`config.mk`:
```
export PLATFORM = sky130hd
export DESIGN_NAME = quadrature_correction_gain_phase
export DESIGN_NICKNAME = d
export VERILOG_FILES = /design/src/core/quadrature_correction_gain_phase.v /design/src/core/sample_delay_line.v
export VERILOG_INCLUDE_DIRS = /design/src /design/src/core
export SDC_FILE = /design/constraint.sdc
export NUM_CORES = 2
export LEC_CHECK = 0
export BUFFER_PORTS_ARGS = -buffer_cell sky130_fd_sc_hd__buf_2
export CORE_MARGIN = 8
export CORE_UTILIZATION = 58
export CTS_CLUSTER_SIZE = 30
export DETAILED_ROUTE_END_ITERATION = 12
export PLACE_DENSITY = 0.82
export SYNTH_ARGS = -nofsm -noshare
export SYNTH_HDL_FRONTEND = slang
export SYNTH_SLANG_ARGS = --single-unit
export TNS_END_PERCENT = 20
```
`constraint.sdc`:
```
create_clock -name hclk -period 6.9 [get_ports hclk]
set_clock_uncertainty 0.1 [all_clocks]
set_input_delay 0.69 -clock hclk [delete_from_list [all_inputs] [get_ports hclk]]
set_output_delay 0.69 -clock hclk [all_outputs]
set_load 0.05 [all_outputs]
```
`src/core/qmc_consts.vh`:
```
// Constants for the quadrature correction block: register indexes,
// field positions, reset values and fixed-point scaling.
// Assumes AHB-Lite word addressing: byte address is four times the index.
`ifndef QMC_CONSTS_VH
`define QMC_CONSTS_VH

// Register indexes (word address = haddr[7:2])
`define IDX_FIRST_GAIN 6'h0c
`define IDX_SECOND_GAIN 6'h0d
`define IDX_THIRD_GAIN 6'h0e
`define IDX_FOURTH_GAIN_DELAY 6'h0f
`define IDX_FIRST_PAIR_PHASE 6'h10
`define IDX_SYNC_CTRL 6'h1e
`define IDX_MSB 7
`define IDX_LSB 2

// Field layout
`define GAIN_MSB 10
`define DELAY_MSB 15
`define DELAY_LSB 14
`define PHASE_MSB 11
`define SYNC_EN_BIT 0
`define SYNC_NOW_BIT 1

// Reset values
`define GAIN_RST 11'h400
`define DELAY_RST 2'h0
`define PHASE_RST 12'h000

// Fixed-point scaling: gain has 10 fraction bits, phase 12
`define GAIN_FRAC 10
`define PHASE_FRAC 12

// Sample path
`define SAMPLE_W 16
`define NUM_CH 4
`define MAX_DELAY 3

// AHB-Lite codes
`define HRESP_OKAY 1'h0
`define HRDATA_ZERO 32'h0000_0000

`endif

```
`src/core/quadrature_correction_gain_phase.v`:
```
// Quadrature correction: per-channel gain, first-pair phase correction,
// shadowed first-pair settings with auto-sync, and output delay.
// Assumes a single AHB-Lite master issuing single word transfers and
// samples synchronous to hclk, presented while ce is high.
//
// The AHB-Lite register port was left to the implementer.
`default_nettype none
`include "qmc_consts.vh"

// Function
// - Third channel scaled by 11-bit unsigned gain, ten fraction bits, unity at reset.
// - Fourth channel scaled by its own 11-bit unsigned gain, same format.
// - Sample outputs and out_valid_q delayed by 0 to 3 cycles, field 15:14, reset zero; bus outputs are not delayed.
// - First-pair phase is 12-bit two's complement fraction, reset zero.
// - Second sample times phase is added into the first sample.
// - With auto-sync enabled, writing the phase register raises a sync event.
// - Sync event loads first-pair gains and phase into active set together.
// - First-pair gain writes only reach shadow storage until the sync.
module quadrature_correction_gain_phase (
  input wire hclk,
  input wire hresetn,
  input wire ce,
  input wire hsel,
  input wire [31:0] haddr,
  input wire [1:0] htrans,
  input wire hwrite,
  input wire [2:0] hsize,
  input wire [31:0] hwdata,
  input wire hready,
  output reg hreadyout_q,
  output reg hresp_q,
  output reg [31:0] hrdata_q,
  input wire sample_valid,
  input wire [15:0] sample_a,
  input wire [15:0] sample_b,
  input wire [15:0] sample_c,
  input wire [15:0] sample_d,
  output reg out_valid_q,
  output reg [15:0] out_a_q,
  output reg [15:0] out_b_q,
  output reg [15:0] out_c_q,
  output reg [15:0] out_d_q
);

  localparam SW = `SAMPLE_W;
  localparam LANE_W = `NUM_CH * SW + 1;

  // Bus address phase capture
  reg wr_pend_q;
  reg [5:0] wr_idx_q;
  wire addr_ok = hsel & htrans[1] & hready;
  wire [5:0] a_idx = haddr[`IDX_MSB:`IDX_LSB];

  // Register state: shadows, directly used fields, active first-pair set
  reg [`GAIN_MSB:0] first_gain_sh_q;
  reg [`GAIN_MSB:0] second_gain_sh_q;
  reg [`PHASE_MSB:0] phase_sh_q;
  reg [`GAIN_MSB:0] third_channel_gain_word_q;
  reg [`GAIN_MSB:0] fourth_channel_gain_word_q;
  reg [1:0] out_delay_q;
  reg auto_sync_en_q;
  reg [`GAIN_MSB:0] first_gain_act_q;
  reg [`GAIN_MSB:0] second_gain_act_q;
  reg [`PHASE_MSB:0] first_pair_phase_word_q;

  wire wr_phase = wr_pend_q & (wr_idx_q == `IDX_FIRST_PAIR_PHASE);
  wire wr_ctrl = wr_pend_q & (wr_idx_q == `IDX_SYNC_CTRL);
  // Manual sync lets software load the shadows while auto-sync is off
  wire sync_evt = (wr_phase & auto_sync_en_q) | (wr_ctrl & hwdata[`SYNC_NOW_BIT]);

  always @(posedge hclk or negedge hresetn)
  begin
    if (!hresetn)
    begin
      wr_pend_q <= 1'b0;
      wr_idx_q <= 6'h00;
      hreadyout_q <= 1'b1;
      hresp_q <= `HRESP_OKAY;
    end
    else
    begin
      hreadyout_q <= 1'b1;
      hresp_q <= `HRESP_OKAY;
      wr_pend_q <= addr_ok & hwrite;
      if (addr_ok)
        wr_idx_q <= a_idx;
    end
  end

  // Only the documented fields are stored; reserved bits are dropped
  always @(posedge hclk or negedge hresetn)
  begin
    if (!hresetn)
    begin
      first_gain_sh_q <= `GAIN_RST;
      second_gain_sh_q <= `GAIN_RST;
      phase_sh_q <= `PHASE_RST;
      third_channel_gain_word_q <= `GAIN_RST;
      fourth_channel_gain_word_q <= `GAIN_RST;
      out_delay_q <= `DELAY_RST;
      auto_sync_en_q <= 1'b0;
    end
    else if (wr_pend_q)
    begin
      if (wr_idx_q == `IDX_FIRST_GAIN)
        first_gain_sh_q <= hwdata[`GAIN_MSB:0];
      else if (wr_idx_q == `IDX_SECOND_GAIN)
        second_gain_sh_q <= hwdata[`GAIN_MSB:0];
      else if (wr_idx_q == `IDX_THIRD_GAIN)
        third_channel_gain_word_q <= hwdata[`GAIN_MSB:0];
      else if (wr_idx_q == `IDX_FOURTH_GAIN_DELAY)
      begin
        fourth_channel_gain_word_q <= hwdata[`GAIN_MSB:0];
        out_delay_q <= hwdata[`DELAY_MSB:`DELAY_LSB];
      end
      else if (wr_idx_q == `IDX_FIRST_PAIR_PHASE)
        phase_sh_q <= hwdata[`PHASE_MSB:0];
      else if (wr_idx_q == `IDX_SYNC_CTRL)
        auto_sync_en_q <= hwdata[`SYNC_EN_BIT];
    end
  end

  // Phase written in the sync cycle goes straight in, so all three land together
  always @(posedge hclk or negedge hresetn)
  begin
    if (!hresetn)
    begin
      first_gain_act_q <= `GAIN_RST;
      second_gain_act_q <= `GAIN_RST;
      first_pair_phase_word_q <= `PHASE_RST;
    end
    else if (sync_evt)
    begin
      first_gain_act_q <= first_gain_sh_q;
      second_gain_act_q <= second_gain_sh_q;
      first_pair_phase_word_q <= wr_phase ? hwdata[`PHASE_MSB:0] : phase_sh_q;
    end
  end

  // Read data registered in the address phase; unmapped reads return zero
  always @(posedge hclk or negedge hresetn)
  begin
    if (!hresetn)
      hrdata_q <= `HRDATA_ZERO;
    else if (addr_ok & ~hwrite)
    begin
      if (a_idx == `IDX_FIRST_GAIN)
        hrdata_q <= {21'h000000, first_gain_sh_q};
      else if (a_idx == `IDX_SECOND_GAIN)
        hrdata_q <= {21'h000000, second_gain_sh_q};
      else if (a_idx == `IDX_THIRD_GAIN)
        hrdata_q <= {21'h000000, third_channel_gain_word_q};
      else if (a_idx == `IDX_FOURTH_GAIN_DELAY)
        hrdata_q <= {16'h0000, out_delay_q, 3'h0, fourth_channel_gain_word_q};
      else if (a_idx == `IDX_FIRST_PAIR_PHASE)
        hrdata_q <= {20'h00000, phase_sh_q};
      else if (a_idx == `IDX_SYNC_CTRL)
        hrdata_q <= {31'h00000000, auto_sync_en_q};
      else
        hrdata_q <= `HRDATA_ZERO;
    end
  end

  // Clamp to the 16-bit signed sample range
  function [15:0] sat16;
    input signed [18:0] v;
    begin
      if (v > $signed(19'h07fff))
        sat16 = 16'h7fff;
      else if (v < $signed(19'h78000))
        sat16 = 16'h8000;
      else
        sat16 = v[15:0];
    end
  endfunction

  wire [SW*`NUM_CH-1:0] samp_in = {sample_d, sample_c, sample_b, sample_a};
  wire [(`GAIN_MSB+1)*`NUM_CH-1:0] gains = {fourth_channel_gain_word_q,
    third_channel_gain_word_q, second_gain_act_q, first_gain_act_q};
  wire [19*`NUM_CH-1:0] scaled;

  // Unsigned gain made signed by a zero sign bit; ten fraction bits dropped
  genvar ch;
  generate
    for (ch = 0; ch < `NUM_CH; ch = ch + 1)
    begin : g_gain
      wire signed [15:0] s = samp_in[ch*SW +: SW];
      wire signed [11:0] g = {1'b0, gains[ch*(`GAIN_MSB+1) +: (`GAIN_MSB+1)]};
      wire signed [27:0] p = s * g;
      assign scaled[ch*19 +: 19] = {p[27], p[27:`GAIN_FRAC]};
    end
  endgenerate

  // Phase term: second sample times a fraction with twelve fraction bits
  wire signed [15:0] samp_b_s = sample_b;
  wire signed [11:0] phase_s = first_pair_phase_word_q;
  wire signed [27:0] phase_prod = samp_b_s * phase_s;
  wire signed [18:0] phase_term = {{3{phase_prod[27]}}, phase_prod[27:`PHASE_FRAC]};
  wire signed [18:0] first_sum = $signed(scaled[18:0]) + phase_term;

  reg [LANE_W-1:0] stage_q;
  wire [LANE_W-1:0] delayed;

  always @(posedge hclk or negedge hresetn)
  begin
    if (!hresetn)
      stage_q <= {LANE_W{1'b0}};
    else if (ce)
      stage_q <= {sample_valid, sat16(scaled[3*19 +: 19]), sat16(scaled[2*19 +: 19]),
        sat16(scaled[19 +: 19]), sat16(first_sum)};
  end

  sample_delay_line #(
    .WIDTH(LANE_W)
  ) i_sample_delay_line (
    .hclk(hclk),
    .hresetn(hresetn),
    .ce(ce),
    .delay_sel(out_delay_q),
    .din(stage_q),
    .dout_q(delayed)
  );

  // Final output stage keeps every output on its own flip-flop
  always @(posedge hclk or negedge hresetn)
  begin
    if (!hresetn)
    begin
      out_valid_q <= 1'b0;
      out_a_q <= 16'h0000;
      out_b_q <= 16'h0000;
      out_c_q <= 16'h0000;
      out_d_q <= 16'h0000;
    end
    else if (ce)
    begin
      out_valid_q <= delayed[LANE_W-1];
      out_a_q <= delayed[SW-1:0];
      out_b_q <= delayed[2*SW-1:SW];
      out_c_q <= delayed[3*SW-1:2*SW];
      out_d_q <= delayed[4*SW-1:3*SW];
    end
  end

endmodule

`default_nettype wire

```
`src/core/sample_delay_line.v`:
```
// Programmable delay of 0 to MAX_DELAY clock-enabled cycles.
// Assumes the delay select is stable between samples; output is registered.
`default_nettype none
`include "qmc_consts.vh"

module sample_delay_line #(
  parameter WIDTH = 65
) (
  input wire hclk,
  input wire hresetn,
  input wire ce,
  input wire [1:0] delay_sel,
  input wire [WIDTH-1:0] din,
  output reg [WIDTH-1:0] dout_q
);

  reg [WIDTH-1:0] tap_q [0:`MAX_DELAY-1];

  genvar i;
  generate
    for (i = 0; i < `MAX_DELAY; i = i + 1)
    begin : g_tap
      always @(posedge hclk or negedge hresetn)
      begin
        if (!hresetn)
          tap_q[i] <= {WIDTH{1'b0}};
        else if (ce)
          tap_q[i] <= (i == 0) ? din : tap_q[(i == 0) ? 0 : i - 1];
      end
    end
  endgenerate

  always @(posedge hclk or negedge hresetn)
  begin
    if (!hresetn)
      dout_q <= {WIDTH{1'b0}};
    else if (ce)
    begin
      if (delay_sel == 2'h0)
        dout_q <= din;
      else
        dout_q <= tap_q[delay_sel - 2'h1];
    end
  end

endmodule

`default_nettype wire

```
==> results.md <==
- Final wirelength: 131000 um
- Post-route setup slack: -0.378 ns
- Total number of vias: 38.4k
- Post-DR wirelength/cell: 19.2 um
- Crit path top cell by count: fa_1
- Minimum clock period: 7.28 ns
- Hold Worst Slack: 0.00380 ns
- Initial core utilization: 58.6%
- Outcome: finished, violations left
- Post-DP HPWL: 103000 um
- Clock slew at reported path FFs: 0.07 ns
- CP Capture Type: flip-flop
- Crit path DAT: 7.60 ns
- Largest net degree at the start of global routing: 187
- Area Overhead vs Synth: 10.6%
- Main flop type after synthesis: dfrtp_1
- Post-synth EDFFs: 0
- Clock root cell: clkbuf_16
- Slowest stage delay, CP: 0.54 ns
- Syn. warnings: 0
- H-Tree Depth: 2
- Pins over their slew limit: 0
- Failing checks: negative setup slack
- Max Buffers Root-to-Sink: 3
- Final setup viols: 16
- Final Hold Fails: 0
- Total GRT Usage: about a quarter
- CTS hold repair buffers: 0
- Worst EP required: 7.23 ns
- Clock sink count: 504
- Unique masters post-synth: between 80 and 90
- Number of global-route vias before repair: 42.1k
- Max-Cap Viols: 0
- Die footprint: 0.103 mm2
- Worst Hold Class: primary input to async pin
- Initial antenna violation count: 10
- Yosys reg bits: a little over 500
- Die height: 321 um
- Worst path slowest cell: fa_1
- ANT nets after route: 0
- Unrepaired setup endpoints after global routing: true
- Max Fclk: roughly 140 MHz
- Sequential fraction of the synthesis area: between 20% and 30%
- Final critical-path share of the clock period: 105%
- Routability cong.: 0.904
- Router iterations before antenna repair: 7
- Slew @ Worst Pin: 1.25 ns
- Die Wd: 321 um
- Cell Area, Synth: 0.0538 mm2
- Core Region: 0.0918 mm2
- CP max FO: 15
- CP startpoint kind: flip-flop
- Global-route wire length before repair: 216000 um
- Setup Crit Path Kind: flip-flop to flip-flop
- Syn Area/Cell: 10.1 um2
- Layout cells sized above 1: 20.5%
- Layout Nets: between 6k and 7k
- Post-layout util: 64.9%
- Worst skew pair latency: 0.61 ns
- DR DRC count: 0
- IO Port Bufs: 170
- Io pins: 239
- Via/cell ratio: 5.60
- Post-synthesis cell count: roughly 5.3k
- Overflow after GRT: 0
- Initial drt markers: 3022
- CTS tree: built
- CTS buffer count: 49
- Asr flop ratio synth: 100%
- Max transition margin: 16.8%
- Num rows: 111
## timing repair
action | CTS | global route
gates resized for setup | 17 | 49
buffers inserted | 2 | 7
setup endpoints to repair | 16 | 23
pin swaps | 1 | 8
## flip-flops by register name, indices dropped and copies added, names as in the netlist, 12 cells and up
signal,cells
first_pair_phase_word_q,12
hrdata_q,14
i_sample_delay_line.dout_q,65
i_sample_delay_line.tap_q,195
out_a_q,16
out_b_q,16
out_c_q,16
out_d_q,16
phase_sh_q,12
stage_q,65
## metrics by stage
stage / setup WS (ns) / area (um2) / instances / setup TNS [ns]
floorplan: -0.329 / 54100 / 5338 / -4.69
global placement: -0.711 / 57500 / 6752 / -10.93
detailed placement: -0.858 / 57500 / 6752 / -13.12
CTS: -0.451 / 59300 / 6844 / -6.53
global route: -0.691 / 59500 / 6852 / -10.18
finish: -0.378 / 59600 / 6855 / -5.06
## kinds of logic (layout without fill, tap and decap cells)
family,count (synthesis),after routing,synth area share (%)
and+or+nand+nor,1290,1290,11.4
muxes,493,493,10.3
DFF,504,504,23.4
buffers and inverters,1300,1570,9.28
xor gates and xnor gates,120,120,1.95
other,2,24,0.0140
AOI/OAI and AO/OA,487,487,6.05
adders and majority gates,1124,1124,37.5
## synthesized netlist by cell type, types with 33 or more instances
cell type,n,area share [%]
o21ai_0,111,1.0
and2_1,359,4.2
clkbuf_1,250,1.7
ha_1,307,7.1
nor2_1,119,0.83
inv_1,1012,7.1
fa_1,817,30
a21oi_1,113,1.1
xor2_1,33,0.54
a22oi_1,59,0.82
nand2_1,651,4.5
mux2_2,488,10
dfrtp_1,498,23
xnor2_1,87,1.4
## path summary, 6_finish.rpt
path                                             from                             end  slack, ns  cells after the start
min in group hclk                        sample_valid                     stage_q[64]       0.22                      2
max in group asynchronous                     hresetn             first_gain_act_q[5]       5.15                      2
setup / recovery           first_pair_phase_word_q[0]                      stage_q[8]      -0.38                     29
hold reg to reg                           hrdata_q[1]                     hrdata_q[1]       0.38                      2
setup reg to reg           first_pair_phase_word_q[0]                      stage_q[8]      -0.38                     29
hold / removal                                hresetn  i_sample_delay_line.dout_q[64]      0.004                      1
## critical path, delay by kind of cell (launching register included)
family	cells	cell delay [ns]
xor gates and xnor gates	2	0.42
and+or+nand+nor	2	0.26
buffers and inverters	5	0.53
AOI/OAI and AO/OA	13	2.22
adders and majority gates	7	3.08
DFF	1	0.46
## per-layer routing
metal	vias to the layer above	GRT usage (%)	wire length [um]
met5	-	0	50
met4	8	12.7	7200
met3	348	3.68	7920
met2	1291	45.4	66300
met1	19700	31.2	49800
li1	17000	-	-
## layout make-up
class / instances / area (um2)
inverter: 1013 / 3800
multi-input combinational: 3534 / 36700
sequential: 504 / 12600
clock inverter: 27 / 297
fill: 6824 / 32200
timing repair buffer: 467 / 3220
antenna: 4 / 10.0
clock buffer: 63 / 1360
tap: 1243 / 1560
## cell usage in the layout (no fill, tap or decap), drive strengths merged, types with 24 or more instances in the layout
cell / instances
inv: 1020
fa: 817
nand2: 653
dfrtp: 498
mux2: 488
buf: 466
and2: 359
ha: 307
nor2: 120
o21ai: 119
a21oi: 113
xnor2: 87
clkbuf: 64
a22oi: 59
xor2: 33
nor3: 30
nor2b: 25
a21o: 24
Power is left out: the tool's default activity adds up to more than one toggle a clock period on the data nets, which glitch-free logic cannot reach.
